File: src/frcs_pkg.sv
/*
 * Shared constants for the floppy rate, configuration and result status block.
 * Assumes an APB slave with 32-bit data and word-aligned registers.
 */
`default_nettype none

package frcs_pkg;

	// Printed offset 0x3F7 is not a multiple of four, so it is kept as an index.
	localparam logic [11:0] FRCS_IDX_DISK_INPUT = 12'h3F7;
	localparam logic [11:0] FRCS_IDX_RESULT     = 12'h3F8;
	localparam logic [11:0] FRCS_IDX_EVENTS     = 12'h3F9;
	localparam logic [11:0] FRCS_IDX_MISC       = 12'h3FA;
	localparam logic [11:0] FRCS_IDX_FORCE_CHG  = 12'h01E;
	localparam int          FRCS_ADDR_W         = 14;

	// Register layouts selected by interface mode bits 3:2.
	typedef enum logic [1:0]
	{
		FRCS_MODE_LEGACY = 2'b11,
		FRCS_MODE_ALT    = 2'b10,
		FRCS_MODE_THIRD  = 2'b00
	} frcs_mode_t;

	// Termination codes in result byte 0 bits 7:6.
	typedef enum logic [1:0]
	{
		FRCS_TERM_NORMAL  = 2'b00,
		FRCS_TERM_ABORT   = 2'b01,
		FRCS_TERM_INVALID = 2'b10,
		FRCS_TERM_POLL    = 2'b11
	} frcs_term_t;

	// Rate code for 250 Kbps after hardware reset.
	localparam logic [1:0] FRCS_RATE_RESET = 2'b10;

	// Field positions.
	localparam int FRCS_BIT_CHG     = 7;
	localparam int FRCS_BIT_DMA     = 3;
	localparam int FRCS_BIT_PRECOMP = 2;
	localparam int FRCS_BIT_NHD     = 0;

	// Result byte 0 positions.
	localparam int FRCS_S0_POSDONE = 5;
	localparam int FRCS_S0_TRACK_ZERO_INPUT    = 4;
	localparam int FRCS_S0_HEAD    = 2;

	// Result byte 1 positions.
	localparam int FRCS_S1_ENDCYL = 7;
	localparam int FRCS_S1_CRC    = 5;
	localparam int FRCS_S1_OVR    = 4;
	localparam int FRCS_S1_NODATA = 2;
	localparam int FRCS_S1_WPROT  = 1;
	localparam int FRCS_S1_NOMARK = 0;

	// Number of status events captured into result byte 1.
	localparam int FRCS_EVT_N = 6;

endpackage : frcs_pkg

`default_nettype wire

File: src/frcs_result.sv
/*
 * Builds the two result status bytes from command completion events.
 * Assumes the command sequencer pulses done once per finished command.
 */
`timescale 1ns/1ps
`default_nettype none

module frcs_result
	import frcs_pkg::*;
(
	// Clock and reset.
	input  wire logic                  pclk,
	input  wire logic                  presetn,
	// Completion report.
	input  wire logic                  done,
	input  wire frcs_pkg::frcs_term_t  term,
	input  wire logic                  pos_done,
	input  wire logic                  track_zero_input_fault,
	input  wire logic                  head,
	input  wire logic [1:0]            unit_number,
	input  wire logic [FRCS_EVT_N-1:0] events,
	// Bytes.
	output var  logic [7:0]            status_zero,
	output var  logic [7:0]            status_one
);

	logic [FRCS_EVT_N-1:0] evt_seen;
	logic [7:0]            next_one;

	////////////////////////////////////////////////////////////////////////////
	// Events latch during the command and fold into byte 1 at completion.
	always_ff @(posedge pclk or negedge presetn)
	begin
		if (!presetn)
			evt_seen <= '0;
		else if (done)
			evt_seen <= '0;
		else
			evt_seen <= evt_seen | events;
	end

	// Map the six event sources onto their byte 1 positions.
	always_comb
	begin
		next_one                 = 8'h00;
		next_one[FRCS_S1_ENDCYL] = evt_seen[5] | events[5];
		next_one[FRCS_S1_CRC]    = evt_seen[4] | events[4];
		next_one[FRCS_S1_OVR]    = evt_seen[3] | events[3];
		next_one[FRCS_S1_NODATA] = evt_seen[2] | events[2];
		next_one[FRCS_S1_WPROT]  = evt_seen[1] | events[1];
		next_one[FRCS_S1_NOMARK] = evt_seen[0] | events[0];
	end

	// Capture both bytes for the command just completed.
	always_ff @(posedge pclk or negedge presetn)
	begin
		if (!presetn)
		begin
			status_zero <= 8'h00;
			status_one  <= 8'h00;
		end
		else if (done)
		begin
			status_zero <= {term, pos_done, track_zero_input_fault, 1'b0, head, unit_number};
			status_one  <= next_one;
		end
	end

	chk_byte1_bit6: assert property (@(posedge pclk) disable iff (!presetn)
		status_one[6] == 1'b0 && status_one[3] == 1'b0)
		else $error("Unused result bits set.");

endmodule : frcs_result

`default_nettype wire

File: src/frcs_sync.sv
/*
 * Three-stage synchroniser for a pin input; the output changes only once
 * the second and third stages agree.
 * Assumes the pin is asynchronous to pclk.
 */
`timescale 1ns/1ps
`default_nettype none

module frcs_sync
	import frcs_pkg::*;
(
	// Clock and reset.
	input  wire logic pclk,
	input  wire logic presetn,
	// Pin and result.
	input  wire logic pin,
	output var  logic level
);

	logic s1;
	logic s2;
	logic s3;

	////////////////////////////////////////////////////////////////////////////
	// Only the second stage reads the first, so metastability stays contained.
	// Reset to the idle-high pin level, so no false change shows after reset.
	always_ff @(posedge pclk or negedge presetn)
	begin
		if (!presetn)
		begin
			s1    <= 1'b1;
			s2    <= 1'b1;
			s3    <= 1'b1;
			level <= 1'b1;
		end
		else
		begin
			s1 <= pin;
			s2 <= s1;
			s3 <= s2;
			if (s2 == s3)
				level <= s3;
		end
	end

endmodule : frcs_sync

`default_nettype wire

File: src/frcs_top.sv
/*
 * Floppy controller rate configuration, disk input register and result status.
 * Assumes an APB master on pclk, and that drive output register bits and
 * interface mode arrive as same-clock levels from the neighbouring logic.
 */
`timescale 1ns/1ps
`default_nettype none

module frcs_top
	import frcs_pkg::*;
(
	// APB slave.
	input  wire logic                   pclk,
	input  wire logic                   presetn,
	input  wire logic                   psel,
	input  wire logic                   penable,
	input  wire logic                   pwrite,
	input  wire logic [FRCS_ADDR_W-1:0] paddr,
	input  wire logic [31:0]            pwdata,
	input  wire logic [3:0]             pstrb,
	output var  logic [31:0]            prdata,
	output logic                        pready,
	output logic                        pslverr,
	// Neighbouring register state.
	input  wire logic [3:0]             if_mode_bits,
	input  wire logic                   dma_gate_mirror,
	input  wire logic                   dor_reset_hold,
	input  wire logic                   dsr_reset_pulse,
	// Drive cable.
	input  wire logic                   media_swapped_n,
	// Command completion report.
	input  wire logic                   cmd_done,
	input  wire frcs_pkg::frcs_term_t   termination_code,
	input  wire logic                   positioning_done,
	input  wire logic                   track_zero_fault,
	input  wire logic                   head_now,
	input  wire logic [1:0]             unit_number,
	input  wire logic                   end_of_track,
	input  wire logic                   crc_fault,
	input  wire logic                   service_late,
	input  wire logic                   sector_missing,
	input  wire logic                   write_protected_fault,
	input  wire logic                   id_sync_missing,
	// Outputs.
	output var  logic [1:0]             rate_sel,
	output var  logic                   precomp_off,
	output var  logic                   density_out,
	output logic                        core_soft_reset,
	output var  logic [7:0]             result_zero,
	output var  logic [7:0]             result_one
);
	import frcs_pkg::*;

	localparam logic [FRCS_ADDR_W-1:0] A_INPUT  = {FRCS_IDX_DISK_INPUT, 2'b00};
	localparam logic [FRCS_ADDR_W-1:0] A_RESULT = {FRCS_IDX_RESULT, 2'b00};
	localparam logic [FRCS_ADDR_W-1:0] A_EVENTS = {FRCS_IDX_EVENTS, 2'b00};
	localparam logic [FRCS_ADDR_W-1:0] A_MISC   = {FRCS_IDX_MISC, 2'b00};
	localparam logic [FRCS_ADDR_W-1:0] A_FORCE  = {FRCS_IDX_FORCE_CHG, 2'b00};

	frcs_mode_t            mode;
	logic                  disk_chg_pin;
	logic                  force_chg;
	logic                  force_en;
	logic                  swapped_bit;
	logic [7:0]            disk_input;
	logic                  wr_en;
	logic                  rd_en;
	logic                  mapped;
	logic [FRCS_EVT_N-1:0] evt_bus;
	logic [7:0]            next_rdata;

	////////////////////////////////////////////////////////////////////////////
	// Layout select; an unused code falls back to the legacy layout.
	always_comb
	begin
		unique case (if_mode_bits[3:2])
			2'b10:   mode = FRCS_MODE_ALT;
			2'b00:   mode = FRCS_MODE_THIRD;
			default: mode = FRCS_MODE_LEGACY;
		endcase
	end

	// The cable pin is asynchronous, so it passes three stages first.
	frcs_sync u_sync
	(
		.pclk    (pclk),
		.presetn (presetn),
		.pin     (media_swapped_n),
		.level   (disk_chg_pin)
	);

	// Forced value wins over the cable when enabled.
	assign swapped_bit = force_en ? force_chg : ~disk_chg_pin;

	////////////////////////////////////////////////////////////////////////////
	// APB decode: zero-wait slave; unmapped addresses answer with pslverr.
	assign pready  = 1'b1;
	assign mapped  = (paddr == A_INPUT) || (paddr == A_RESULT) || (paddr == A_EVENTS)
		|| (paddr == A_MISC) || (paddr == A_FORCE);
	assign pslverr = psel && penable && !mapped;
	assign wr_en   = psel && penable && pwrite && pstrb[0];
	assign rd_en   = psel && !penable && !pwrite;

	// Software reset: drive output hold and the self-clearing pulse are ORed; either one asserts it.
	assign core_soft_reset = dor_reset_hold | dsr_reset_pulse;

	////////////////////////////////////////////////////////////////////////////
	// Rate bits and precompensation-off: only hardware reset touches them.
	// The software reset deliberately does not appear here.
	always_ff @(posedge pclk or negedge presetn)
	begin
		if (!presetn)
		begin
			rate_sel    <= FRCS_RATE_RESET;
			precomp_off <= 1'b0;
		end
		else if (wr_en && paddr == A_INPUT)
		begin
			rate_sel <= pwdata[1:0];
			// Bit 2 is reserved outside the third layout.
			if (mode == FRCS_MODE_THIRD)
				precomp_off <= pwdata[FRCS_BIT_PRECOMP];
		end
	end

	// Force register for the disk-changed bit.
	always_ff @(posedge pclk or negedge presetn)
	begin
		if (!presetn)
		begin
			force_en  <= 1'b0;
			force_chg <= 1'b0;
		end
		else if (wr_en && paddr == A_FORCE)
		begin
			force_en  <= pwdata[1];
			force_chg <= pwdata[0];
		end
	end

	// Density output: set by hardware reset, high for the lower rates.
	always_ff @(posedge pclk or negedge presetn)
	begin
		if (!presetn)
			density_out <= 1'b1;
		else if (wr_en && paddr == A_INPUT)
			density_out <= pwdata[1];
	end

	////////////////////////////////////////////////////////////////////////////
	// Disk input register per layout.
	always_comb
	begin
		disk_input = 8'h00;
		disk_input[FRCS_BIT_CHG] = swapped_bit;
		unique case (mode)
			FRCS_MODE_ALT:
			begin
				disk_input[6:3] = 4'hF;
				disk_input[2:1] = rate_sel;
				disk_input[FRCS_BIT_NHD] = rate_sel[1];
			end
			FRCS_MODE_THIRD:
			begin
				disk_input[FRCS_BIT_DMA]     = dma_gate_mirror;
				disk_input[FRCS_BIT_PRECOMP] = precomp_off;
				disk_input[1:0]              = rate_sel;
			end
			FRCS_MODE_LEGACY:
				disk_input[6:0] = 7'h00;
		endcase
	end

	// Read mux for the setup cycle.
	always_comb
	begin
		next_rdata = 8'h00;
		unique case (paddr)
			A_INPUT:  next_rdata = disk_input;
			A_RESULT: next_rdata = result_zero;
			A_EVENTS: next_rdata = result_one;
			A_MISC:   next_rdata = {5'h00, precomp_off, rate_sel};
			A_FORCE:  next_rdata = {6'h00, force_en, force_chg};
			default:  next_rdata = 8'h00;
		endcase
	end

	// Read data registered in the setup cycle, valid through the access phase.
	always_ff @(posedge pclk or negedge presetn)
	begin
		if (!presetn)
			prdata <= 32'h0000_0000;
		else if (rd_en)
			prdata <= {24'h00_0000, next_rdata};
	end

	////////////////////////////////////////////////////////////////////////////
	// Result bytes.
	assign evt_bus = {end_of_track, crc_fault, service_late, sector_missing,
		write_protected_fault, id_sync_missing};

	frcs_result u_result
	(
		.pclk        (pclk),
		.presetn     (presetn),
		.done        (cmd_done),
		.term        (termination_code),
		.pos_done    (positioning_done),
		.track_zero_input_fault  (track_zero_fault),
		.head        (head_now),
		.unit_number (unit_number),
		.events      (evt_bus),
		.status_zero (result_zero),
		.status_one  (result_one)
	);

	////////////////////////////////////////////////////////////////////////////
	// Checks.
	chk_alt_ones_read: assert property (@(posedge pclk) disable iff (!presetn)
		mode == FRCS_MODE_ALT |-> disk_input[6:3] == 4'hF)
		else $error("Alternate layout bits 3 to 6 not one.");

	chk_chg_inverse: assert property (@(posedge pclk) disable iff (!presetn)
		!force_en |-> disk_input[FRCS_BIT_CHG] == ~disk_chg_pin)
		else $error("Disk changed bit not inverted pin.");

	chk_rate_soft_keep: assert property (@(posedge pclk) disable iff (!presetn)
		!(wr_en && paddr == A_INPUT) |=> rate_sel == $past(rate_sel))
		else $error("Rate bits changed without a write.");

	chk_dma_mirror: assert property (@(posedge pclk) disable iff (!presetn)
		mode == FRCS_MODE_THIRD |-> disk_input[FRCS_BIT_DMA] == dma_gate_mirror)
		else $error("DMA gate mirror wrong.");

	chk_precomp_mirror: assert property (@(posedge pclk) disable iff (!presetn)
		(wr_en && paddr == A_INPUT && mode == FRCS_MODE_THIRD) ##1 mode == FRCS_MODE_THIRD
		|-> disk_input[FRCS_BIT_PRECOMP] == $past(pwdata[FRCS_BIT_PRECOMP]))
		else $error("Precomp bit not mirrored.");

	chk_third_zeros: assert property (@(posedge pclk) disable iff (!presetn)
		mode == FRCS_MODE_THIRD |-> disk_input[6:4] == 3'b000)
		else $error("Third layout bits 4 to 6 not zero.");

	chk_density_hold: assert property (@(posedge pclk) disable iff (!presetn)
		$rose(core_soft_reset) && !(wr_en && paddr == A_INPUT) |=> $stable(density_out))
		else $error("Density output moved on software reset.");

	chk_term_capture: assert property (@(posedge pclk) disable iff (!presetn)
		cmd_done |=> result_zero[7:6] == $past(termination_code) && result_zero[3] == 1'b0)
		else $error("Termination code not captured.");

	chk_crc_report: assert property (@(posedge pclk) disable iff (!presetn)
		cmd_done && crc_fault |=> result_one[FRCS_S1_CRC])
		else $error("CRC fault not reported.");

	chk_soft_prec: assert property (@(posedge pclk) disable iff (!presetn)
		dor_reset_hold |-> core_soft_reset)
		else $error("Drive output reset not dominant.");

endmodule : frcs_top

`default_nettype wire
File: config.mk
export PLATFORM = sky130hd
export DESIGN_NAME = frcs_top
export DESIGN_NICKNAME = d
export VERILOG_FILES = /design/src/frcs_pkg.sv /design/src/frcs_result.sv /design/src/frcs_sync.sv /design/src/frcs_top.sv
export SDC_FILE = /design/constraint.sdc
export NUM_CORES = 1
export LEC_CHECK = 0
export BUFFER_PORTS_ARGS = -buffer_cell sky130_fd_sc_hd__buf_2
export CORE_ASPECT_RATIO = 1.5
export CORE_MARGIN = 3
export CORE_UTILIZATION = 41
export CTS_CLUSTER_SIZE = 25
export DETAILED_ROUTE_END_ITERATION = 6
export PLACE_DENSITY = 0.91
export SYNTH_ARGS = -nofsm -noshare
export SYNTH_HDL_FRONTEND = slang
export SYNTH_SLANG_ARGS = --single-unit
File: constraint.sdc
create_clock -name pclk -period 1.7 [get_ports pclk]
set_clock_uncertainty 0.2 [all_clocks]
set_input_delay 0.17 -clock pclk [delete_from_list [all_inputs] [get_ports pclk]]
set_output_delay 0.17 -clock pclk [all_outputs]
set_load 0.03 [all_outputs]
# Word-level counts from Yosys, hierarchy flattened
# Index checks and enable logic that the tools add are counted.
# word_totals
word_cells,55
register_bits,37
output_inout_bits,55
# op_classes
n_mux,6
eq_ne,9
n_reduce_logical,18
bitwise,9
# ops
cell,n
14-bit by 12-bit == test with 1-bit output (second input constant),4
8-bit one-hot mux with 5 select lines,1
14-bit by 7-bit == test with 1-bit output (second input constant),1
4-bit one-hot mux with 3 select lines,1
1-bit logical AND,8
1-bit OR,7
2-bit == test (second input constant),3
6-bit two-way mux,1
6-bit OR,1
2-bit logical NOT,2
1-bit logical OR,4
2-bit one-hot mux with 2 select lines,1
1-bit logical NOT,3
3-bit two-way mux,1
2-bit AND reduction,1
1-bit == test,1
1-bit two-way mux,1
1-bit inverter,1

# Logic depth before layout (Yosys ltp)
# Gate-level depths: netlist of the first run.
# logic_depth
ltp_word,7
depth_mapped,6
ltp_nobuf,5

# By module
# A second synthesis of the first run with hierarchy kept.
# hier_totals
hier_cells,191
area_unflattened_um2,2028.2
# by_module_without_submodules
module,cells_per_inst,instances,area_each_um2,seq_area_each_um2
frcs_top,129,1,1196.1,326.6
frcs_result,57,1,715.7,475.5
frcs_sync,5,1,116.4,105.1

# Worst setup path after synthesis of the first run
# Ideal clock, no wire load.
# synth_timing
path_kind,in2reg
from,input port paddr[2]
to,register precomp_off
n_path_buf,1
stages,5
arrival_ns,1.271
setup_slack_ns,0.102
required_ns,1.372
path_cell_list,buf_2 > and4_1 > nand4_4 > nor3_2 > mux2_1
# synth_between
elab_chain_cells,3
# synth_lines
item,line,text
start: declaration,frcs_top.sv:18,"input wire logic [FRCS_ADDR_W-1:0] paddr,"
14-bit by 12-bit == test with 1-bit output,frcs_top.sv:117,else if (wr_en && paddr == A_INPUT)
1-bit logical AND,frcs_top.sv:117,
2-bit AND reduction (no line),-,
end signal: assignment,frcs_top.sv:122,precomp_off <= pwdata[FRCS_BIT_PRECOMP];
end: declaration,frcs_top.sv:46,"output var logic precomp_off,"
# Every way passes these cells.
# A chain may end at the register's enable or synchronous reset.

# Worst setup path in the final report of the first run
# layout_timing
from,input port paddr[1]
to,output port pslverr
# layout_between
elab_chain_cells,7
# layout_lines
item,line,text
14-bit by 12-bit == test with 1-bit output,frcs_top.sv:98,assign mapped = (paddr == A_INPUT) || (paddr == A_RESULT) || (paddr == A_EVENTS)
1-bit logical OR (2 in a row),frcs_top.sv:98,
1-bit logical OR,frcs_top.sv:99,|| (paddr == A_MISC) || (paddr == A_FORCE);
1-bit logical OR *,frcs_top.sv:99,
1-bit logical NOT *,frcs_top.sv:100,assign pslverr = psel && penable && !mapped;
1-bit logical AND *,frcs_top.sv:100,
end: declaration,frcs_top.sv:23,"output logic pslverr,"
# Mark *: on every way between the ends. The rest lies on a longest branch, timed or not.

==> results.py, run 1 <==
metrics = {
    "global_route": {
        "use_met2": 0.320,
        "grt_max_degree": 21,
        "overflow": 0,
        "antenna_found_initial": 0,
        "grt.total_usage": 0.178,
        "use_met1": 0.180,
        "use_met3": 0.0401,
        "busiest_layer": "met2",
        "grt_pass1_vias": 1627,
        "grt_pass1_wl_mm": 7.37,
    },
    "place": {
        "portBuffers": 69,
        "dp_slack_ps": -129,
        "dpl.hpwl_mm": 3.58,
        "place_congestion": 0.919,
        "postPlaceCellArea_um2": 2250,
    },
    "layout": {
        "ff_latch_area_um2": 907,
        "drive_gt1_frac": 0.409,
        "syn_to_final_growth_pct": 35.7,
        "diodes": 0,
        "fin_area_um2": 2610,
        "multi_input_area_um2": 870,
        "fillCellCount": 367,
        "finalNetCount": 362,
        "utilization": 0.598,
    },
    "synthesis": {
        "synth_top_area_share": 0.404,
        "synth.most_common_cell": "dfrtp_1",
        "ys_top_cells_by_area": "dfrtp_1 (40%), buf_4 (11%), mux2_2 (7.0%)",
        "ys_ff_latch": 36,
        "yosysUniqueCellTypes": 43,
        "avgSynthCellArea_um2": 10.3,
        "ys_seq_area_frac": 0.473,
        "synthArstFlopShare": 1.00,
        "synth_top_cell_by_area": "dfrtp_1",
        "synthTopCellsByCount": "dfrtp_1 (31), buf_4 (29), nor2_1 (26)",
        "synth_flop_cell": "dfrtp_1",
        "syn_inst": 187,
        "syn-cell-area_um2": 1920,
        "synth_edf_count": 0,
        "yosysWarningCount": 0,
    },
    "worst_setup_path": {
        "startpoint_type": "input pin",
        "rr_worst_depth": 3,
        "crit_end": "pslverr",
        "worstPathRequired_ps": 1330,
        "crit_fanout": 3,
        "end_kind": "output port",
        "critical_path_arrival_ps": 1270,
        "r2r-end": "prdata[1]",
        "r2r_slack_ps": 290,
        "path_class": "in -> out",
        "r2r-start": "u_result.status_zero[1]",
        "cp-startpoint": "paddr[1]",
    },
    "floorplan": {
        "die_h_um": 89.8,
        "dieArea_um2": 5560,
        "ios": 132,
        "initial_core_util": 0.441,
        "rows": 29,
        "die_w_um": 61.9,
        "core-area_um2": 4350,
    },
    "run_status": {
        "outcome": "finished clean",
    },
    "sta": {
        "whs_ps": 50.7,
        "finalCritPeriodShare": 0.965,
        "setup_viol": 0,
        "worst_slack_ps": 59.8,
        "fin_crit_ps": 1640,
        "finalMaxSlewViolations": 0,
        "hold_viol": 0,
        "fmax_mhz": 610,
    },
    "cts": {
        "root_buffer": "clkbuf_8",
        "htreeDepth": 2,
        "clk_latency_ps": 280,
        "cts-buffers-inserted": 5,
        "cts.clk_slew.worst_paths_ps": 70,
        "clock_sinks": 36,
        "cts.path.max_buffers": 2,
        "cts_tree": "done",
    },
    "power": {
        "power_leakage_nw": 1.27,
        "power.density_nw_per_um2": 848,
        "ir_worst_vdd_uv": 657,
    },
    "detailed_routing": {
        "dr.pass1.iters": 4,
        "wire_per_inst_um": 14.2,
        "drc": 0,
        "vias_per_cell": 4.97,
        "ant_nets": 0,
        "routed_wl_mm": 4.70,
        "routed-via-count": 1651,
        "drt_iter0_drc": 47,
    },
    "run": {
        "cap_violations": 0,
    },
    "min_path": {
        "hold_class": "in -> reg",
    },
}
area by class of cell:
type	instances	share of cell area
Sequential cell	36	0.348
Multi-Input combinational cell	140	0.334
Tap cell	46	0.0221
Inverter	3	0.00432
Clock inverter	1	0.0115
Clock buffer	7	0.0370
Timing Repair Buffer	99	0.243
metrics by stage:
| step | setup TNS (ps) | power [mW] | instances |
|---|---|---|---|
| final | 0 | 2.21 | 332 |
| after global routing | -19.9 | 2.33 | 332 |
| after CTS | 0 | 2.24 | 330 |
| after detailed placement | -796 | 1.38 | 302 |
| after global placement | -350 | 1.37 | 302 |
| after floorplan | 0 | 1.27 | 213 |
critical path: stages:
cell and delay [ps]:
buf_2 120, nor4_4 290, buf_4 180, nand4_4 70, o211ai_2 200, nor2_1 70, buf_4 170
sequential cells by signal, indices dropped and copies added (netlist names):
signal and flops:
force_chg 1, precomp_off 1, u_result.status_one 6, u_sync.s3 1
u_result.status_zero 7, u_result.evt_seen 6, u_sync.s1 1, rate_sel 2
u_sync.s2 1, prdata 8, force_en 1, u_sync.level 1
cells by family after synthesis:
kind of cell | count (synthesis) | share of synthesized area
AOI/OAI and AO/OA | 31 | 0.0945
adders and majority gates | 1 | 0.00522
buffers and inverters | 37 | 0.130
DFF | 36 | 0.473
muxes | 17 | 0.0991
other | 2 | 0.00391
and+or+nand+nor | 63 | 0.195
worst min-delay path by stage:
stage,startpoint,endpoint,cells past startpoint
floorplan,presetn,force_chg,0
global placement,presetn,prdata[3],1
detailed placement,presetn,prdata[3],1
CTS,if_mode_bits[2],prdata[1],4
global route,if_mode_bits[2],prdata[1],4
finish,pwrite,prdata[0],4
metal layers:
layer | routed length (um) | part of all wire | vias to the layer above
li1 | - | - | 788
met1 | 1700 | 0.36 | 763
met2 | 2550 | 0.54 | 82
met3 | 294 | 0.063 | 18
met4 | 153 | 0.033 | 0
met5 | 0 | 0 | -
power by group:
part	switching [mW]	internal [mW]	leakage, nW
clock network	0.289	0.517	0.0645
registers	0.0335	0.915	0.426
logic	0.293	0.160	0.781
repair_timing:
action,in CTS,in global routing
cloned,0,0
hold buffers,19,0
pin swaps,2,4
buffers inserted,1,2
endpoints found under the hold margin,62,0
resized for setup,0,3
endpoints found under the setup margin,1,1
cells in the final DEF, fill, tap and decap left out, types with 4 or more instances in the layout:
cell | Yosys | routed
a21oi_1 | 12 | 12
buf_2 | 1 | 68
buf_4 | 29 | 11
clkbuf_8 | 0 | 7
conb_1 | 2 | 28
dfrtp_1 | 31 | 31
dfstp_2 | 5 | 5
dlygate4sd3_1 | 0 | 19
mux2_1 | 4 | 4
mux2_2 | 12 | 12
nand2_1 | 11 | 11
nor2_1 | 26 | 26
o21ai_1 | 9 | 9
Note: power is estimated with default switching activity, not from simulation.
==> run 2: changes to the inputs <==
Settings changed: CORE_UTILIZATION 41 to 37, GPL_TIMING_DRIVEN set to 0, PLACE_DENSITY 0.91 to 0.87.
Clock period 1.7 ns to 1.4 ns, I/O delays scaled along.
==> results.py, run 2 (synthesized netlist as in run 1, its figures left out) <==
metrics = {
    "worst_setup_path": {
        "crit_end": "pslverr",
        "critical_path_arrival_ps": 1240,
        "r2r-start": "u_result.status_one[1]",
        "cp-startpoint": "paddr[0]",
        "worstPathRequired_ps": 1060,
        "end_kind": "output port",
        "rr_worst_depth": 3,
        "r2r-end": "prdata[1]",
        "startpoint_type": "input pin",
        "r2r_slack_ps": 0,
        "path_class": "in -> out",
        "crit_fanout": 3,
    },
    "power": {
        "clockPowerShare": 0.294,
        "combPwrFrac": 0.247,
        "ir_worst_vdd_uv": 778,
        "p_seq_frac": 0.459,
        "finalPower_mw": 2.51,
        "switching_share": 0.299,
        "power.density_nw_per_um2": 846,
        "p_int_mw": 1.76,
        "net-switching-power_uw": 751,
        "power_leakage_nw": 1.46,
    },
    "global_route": {
        "antenna_found_initial": 0,
        "overflow": 0,
        "grt_max_degree": 37,
        "grt_pass1_vias": 1682,
        "grt_pass1_wl_mm": 7.76,
        "grt.total_usage": 0.165,
    },
    "floorplan": {
        "dieArea_um2": 6110,
        "initial_core_util": 0.390,
        "ios": 132,
        "core-area_um2": 4930,
        "die_h_um": 94.2,
        "rows": 31,
        "die_w_um": 64.8,
    },
    "detailed_routing": {
        "dr.pass1.iters": 4,
        "drc": 0,
        "routed_wl_mm": 5.21,
        "ant_nets": 0,
        "routed-via-count": 1754,
        "wire_per_inst_um": 13.6,
        "drt_iter0_drc": 36,
        "vias_per_cell": 4.57,
    },
    "cts": {
        "cts_tree": "done",
        "cts.path.max_buffers": 2,
        "root_buffer": "clkbuf_8",
        "clk_latency_ps": 280,
        "cts-buffers-inserted": 5,
        "clock_sinks": 36,
        "htreeDepth": 2,
        "cts.clk_slew.worst_paths_ps": 70,
    },
    "sta": {
        "tightest_slew_ps": 772,
        "hold_viol": 0,
        "finalMaxSlewViolations": 0,
        "finalCritPeriodShare": 1.13,
        "slew_headroom": 0.485,
        "fin_crit_ps": 1580,
        "fmax_mhz": 635,
        "grt_setup_unrepaired": "true",
        "setup_viol": 13,
        "worst_slack_ps": -175,
    },
    "layout": {
        "layout_commonest_cell": "buf_2",
        "largest-register": "prdata",
        "drive_gt1_frac": 0.519,
        "largestRegisters": "prdata (8), u_result.status_zero (7)",
        "syn_to_final_growth_pct": 54.6,
        "diodes": 0,
        "fin_area_um2": 2970,
        "largest_reg_flops": 8,
        "finalNetCount": 394,
        "final_cell_mix": "buf_2 (62), buf_4 (36), conb_1 (28)",
    },
    "place": {
        "dp_slack_ps": -404,
        "dpl.hpwl_mm": 3.59,
        "portBuffers": 67,
        "place_congestion": 0.856,
        "postPlaceCellArea_um2": 2460,
    },
    "min_path": {
        "hold_class": "in -> reg",
    },
    "run_status": {
        "violations": "setup timing",
        "outcome": "finished, violations left",
    },
    "run": {
        "cap_violations": 0,
    },
}
[run 2: cell types whose count changed in the layout (fill, tap and decap cells not counted), sizes merged]
| cell | delta |
|---|---|
| bufinv | -1 |
| clkbuf | +5 |
| buf | +28 |
[run 2: power by group through the flow]
stage | sequential [mW] | clock [mW] | combinational [mW]
floorplan | 1.26 | 0 | 0.288
global placement | 1.17 | 0 | 0.549
detailed placement | 1.17 | 0 | 0.555
CTS | 1.15 | 0.757 | 0.611
global route | 1.16 | 0.808 | 0.667
finish | 1.15 | 0.738 | 0.621
[run 2: how the worst min path moves through the flow]
stage	startpoint	to	slack [ps]	cells after the start
final	if_mode_bits[2]	prdata[1]	30	4
after global routing	if_mode_bits[2]	prdata[1]	40	4
after CTS	pwrite	prdata[0]	20	4
after detailed placement	media_swapped_n	u_sync.s1	50	1
after global placement	media_swapped_n	u_sync.s1	50	1
after floorplan	presetn	force_chg	-360	0
[run 2: layout make-up]
type | instances | area (um2)
buffer | 34 | 246
sequential | 36 | 912
clock buffer | 8 | 90.1
multi-input combinational | 140 | 970
fill | 399 | 1960
inverter | 3 | 11.3
timing repair buffer | 97 | 654
tap | 66 | 82.6
[run 2: layer usage]
layer	share of wire	wire, um	up-vias	track usage
li1	-	-	850	-
met1	0.37	1920	809	0.178
met2	0.54	2810	87	0.308
met3	0.081	421	8	0.0431
met4	0.013	68	0	0.0494
met5	0	0	-	0
[run 2: timing repair]
action / CTS / global route
pin swaps: 9 / 11
hold endpoints to repair: 57 / 0
setup buffers: 7 / 4
hold buffers: 19 / 0
cloned: 0 / 0
endpoints found under the setup margin: 25 / 22
gates resized for setup: 18 / 16
[run 2: through the flow]
step,std cells,utilization,TNS [ps],hold WS (ps)
2_1_floorplan,213,-,-417,-356
3_3_place_gp,346,0.499,-8260,46.6
3_5_place_dp,346,0.499,-8830,47.5
4_1_cts,380,0.582,-830,15.6
5_1_grt,384,0.602,-2210,36.4
6_report,384,0.602,-1360,28.0
[run 2: critical path, stage by stage]
cell	delay (ps)
buf_6	90
nor4_4	340
nand4_1	290
o211ai_4	180
nor2_2	50
buf_6	130
==> run 3: changes to the inputs <==
Settings changed: CORE_UTILIZATION 37 to 38, SYNTH_HIERARCHICAL set to 1.
==> results.py, run 3 <==
metrics = {
    "run_status": {
        "outcome": "finished, violations left",
        "violations": "setup timing",
    },
    "power": {
        "switching_share": 0.322,
        "net-switching-power_uw": 852,
        "p_int_mw": 1.80,
        "finalPower_mw": 2.65,
        "clockPowerShare": 0.262,
        "combPwrFrac": 0.293,
        "p_seq_frac": 0.445,
        "power.density_nw_per_um2": 863,
        "power_leakage_nw": 1.51,
        "ir_worst_vdd_uv": 714,
    },
    "worst_setup_path": {
        "rr_worst_depth": 5,
        "startpoint_type": "input pin",
        "crit_fanout": 4,
        "worstPathRequired_ps": 1060,
        "critical_path_arrival_ps": 1230,
        "path_class": "in -> out",
        "end_kind": "output port",
    },
    "sta": {
        "worst_slack_ps": -172,
        "grt_setup_unrepaired": "true",
        "hold_viol": 0,
        "whs_ps": 92.7,
        "slew_headroom": 0.466,
        "tightest_slew_ps": 801,
        "fin_crit_ps": 1570,
        "fmax_mhz": 636,
        "finalMaxSlewViolations": 0,
        "setup_viol": 6,
        "finalCritPeriodShare": 1.12,
        "fin_setup_tns_ps": -253,
    },
    "synthesis": {
        "synth.most_common_cell": "dfrtp_1",
        "syn_inst": 191,
        "yosysWarningCount": 6,
        "syn-cell-area_um2": 2030,
        "ys_ff_latch": 36,
        "synth_flop_cell": "dfrtp_1",
        "synth_top_area_share": 0.382,
        "ys_seq_area_frac": 0.447,
        "ys_top_cells_by_area": "dfrtp_1 (38%), buf_4 (11%), dfstp_2 (6.5%)",
        "avgSynthCellArea_um2": 10.6,
        "synthArstFlopShare": 1.00,
        "synth_edf_count": 0,
        "yosysUniqueCellTypes": 48,
        "synth_top_cell_by_area": "dfrtp_1",
        "synthTopCellsByCount": "dfrtp_1 (31), nor2_1 (30), buf_4 (29)",
    },
    "cts": {
        "clk_latency_ps": 270,
        "root_buffer": "clkbuf_8",
        "cts-buffers-inserted": 5,
        "clock_sinks": 36,
        "cts.path.max_buffers": 2,
        "htreeDepth": 2,
        "cts.clk_slew.worst_paths_ps": 70,
        "cts_tree": "done",
    },
    "layout": {
        "largest_reg_flops": 8,
        "largestRegisters": "prdata (8), u_result/status_zero (7)",
        "finalNetCount": 397,
        "drive_gt1_frac": 0.489,
        "layout_commonest_cell": "buf_2",
        "utilization": 0.614,
        "final_cell_mix": "buf_2 (59), buf_4 (37), dfrtp_1 (31)",
        "largest-register": "prdata",
        "diodes": 0,
        "syn_to_final_growth_pct": 51.4,
    },
    "global_route": {
        "antenna_found_initial": 0,
        "use_met2": 0.342,
        "grt_max_degree": 37,
        "grt.total_usage": 0.179,
        "busiest_layer": "met2",
        "use_met1": 0.193,
        "overflow": 0,
        "use_met3": 0.0377,
        "grt_pass1_vias": 1786,
        "grt_pass1_wl_mm": 8.56,
    },
    "detailed_routing": {
        "routed-via-count": 1842,
        "dr.pass1.iters": 4,
        "drc": 0,
        "routed_wl_mm": 5.61,
        "wire_per_inst_um": 14.5,
        "vias_per_cell": 4.76,
        "drt_iter0_drc": 61,
        "ant_nets": 0,
    },
    "floorplan": {
        "initial_core_util": 0.405,
        "rows": 31,
        "die_w_um": 65.7,
        "die_h_um": 95.5,
        "ios": 132,
        "dieArea_um2": 6270,
        "core-area_um2": 5000,
    },
    "min_path": {
        "hold_class": "in -> reg",
        "hold_depth": 3,
    },
    "place": {
        "place_congestion": 0.890,
        "dpl.hpwl_mm": 3.92,
        "portBuffers": 68,
        "dp_slack_ps": -377,
    },
    "run": {
        "cap_violations": 0,
    },
}
[run 3: changes by cell type in the layout (fill, tap and decap cells not counted), sizes merged, moves of 3 or more]
cell and change:
o21ai -9, nor2 +3, o2bb2ai +3, nand2 -6, clkbuf -3, mux2i +3, a31oi +4
[run 3: routing by layer]
metal | part of all wire | up-vias
li1 | - | 875
met1 | 0.36 | 860
met2 | 0.55 | 93
met3 | 0.068 | 14
met4 | 0.022 | 0
met5 | 0 | -
[run 3: layout make-up]
type | instances | area, um2
multi-input combinational | 143 | 1040
tap | 66 | 82.6
fill | 397 | 1930
timing repair buffer | 97 | 681
clock buffer | 8 | 80.1
inverter | 3 | 11.3
buffer | 34 | 270
sequential | 36 | 907
[run 3: worst paths after layout]
| path | from | to | slack (ps) |
|---|---|---|---|
| worst max-delay path | paddr[4] | pslverr | -170 |
| worst min-delay path | if_mode_bits[2] | precomp_off | 90 |
| worst max register to register | rate_sel[1] | prdata[2] | 20 |
| worst min register to register | u_sync/s1 | u_sync/s2 | 160 |
| max in group asynchronous | presetn | prdata[0] | 210 |
| min in group asynchronous | presetn | u_result/evt_seen[2] | 290 |
[run 3: worst max-delay path: stages]
cell	delay, ps
buf_2	130
nand2b_2	230
a211oi_4	270
a21oi_1	100
and4b_2	220
buf_6	140
[run 3: power groups by stage]
stage	Combinational (mW)	Sequential [mW]	Clock, mW
4_1_cts	0.732	1.18	0.716
5_1_grt	0.832	1.19	0.771
3_5_place_dp	0.672	1.20	0
2_1_floorplan	0.337	1.32	0
6_report	0.776	1.18	0.694
3_3_place_gp	0.661	1.19	0
[run 3: through the flow]
step,cells,area [um2]
floorplan,216,2130
global placement,350,2560
detailed placement,350,2560
CTS,384,2960
global route,387,3070
finish,387,3070
[run 3: what timing repair did]
item	in CTS	in global routing
hold buffers	20	0
endpoints found under the setup margin	6	10
hold endpoints to repair	57	0
gates resized for setup	16	23
pin swaps	5	11
buffers inserted	6	4
[run 3: logic make-up after synthesis]
family,count (synthesis),share of synthesized area
AO/OA/AOI/OAI,30,0.0981
adder cells (fa/ha/maj),1,0.00555
buffers and inverters,37,0.134
flip-flops,36,0.447
multiplexers,19,0.107
other,3,0.00555
AND/OR/NAND/NOR,65,0.203
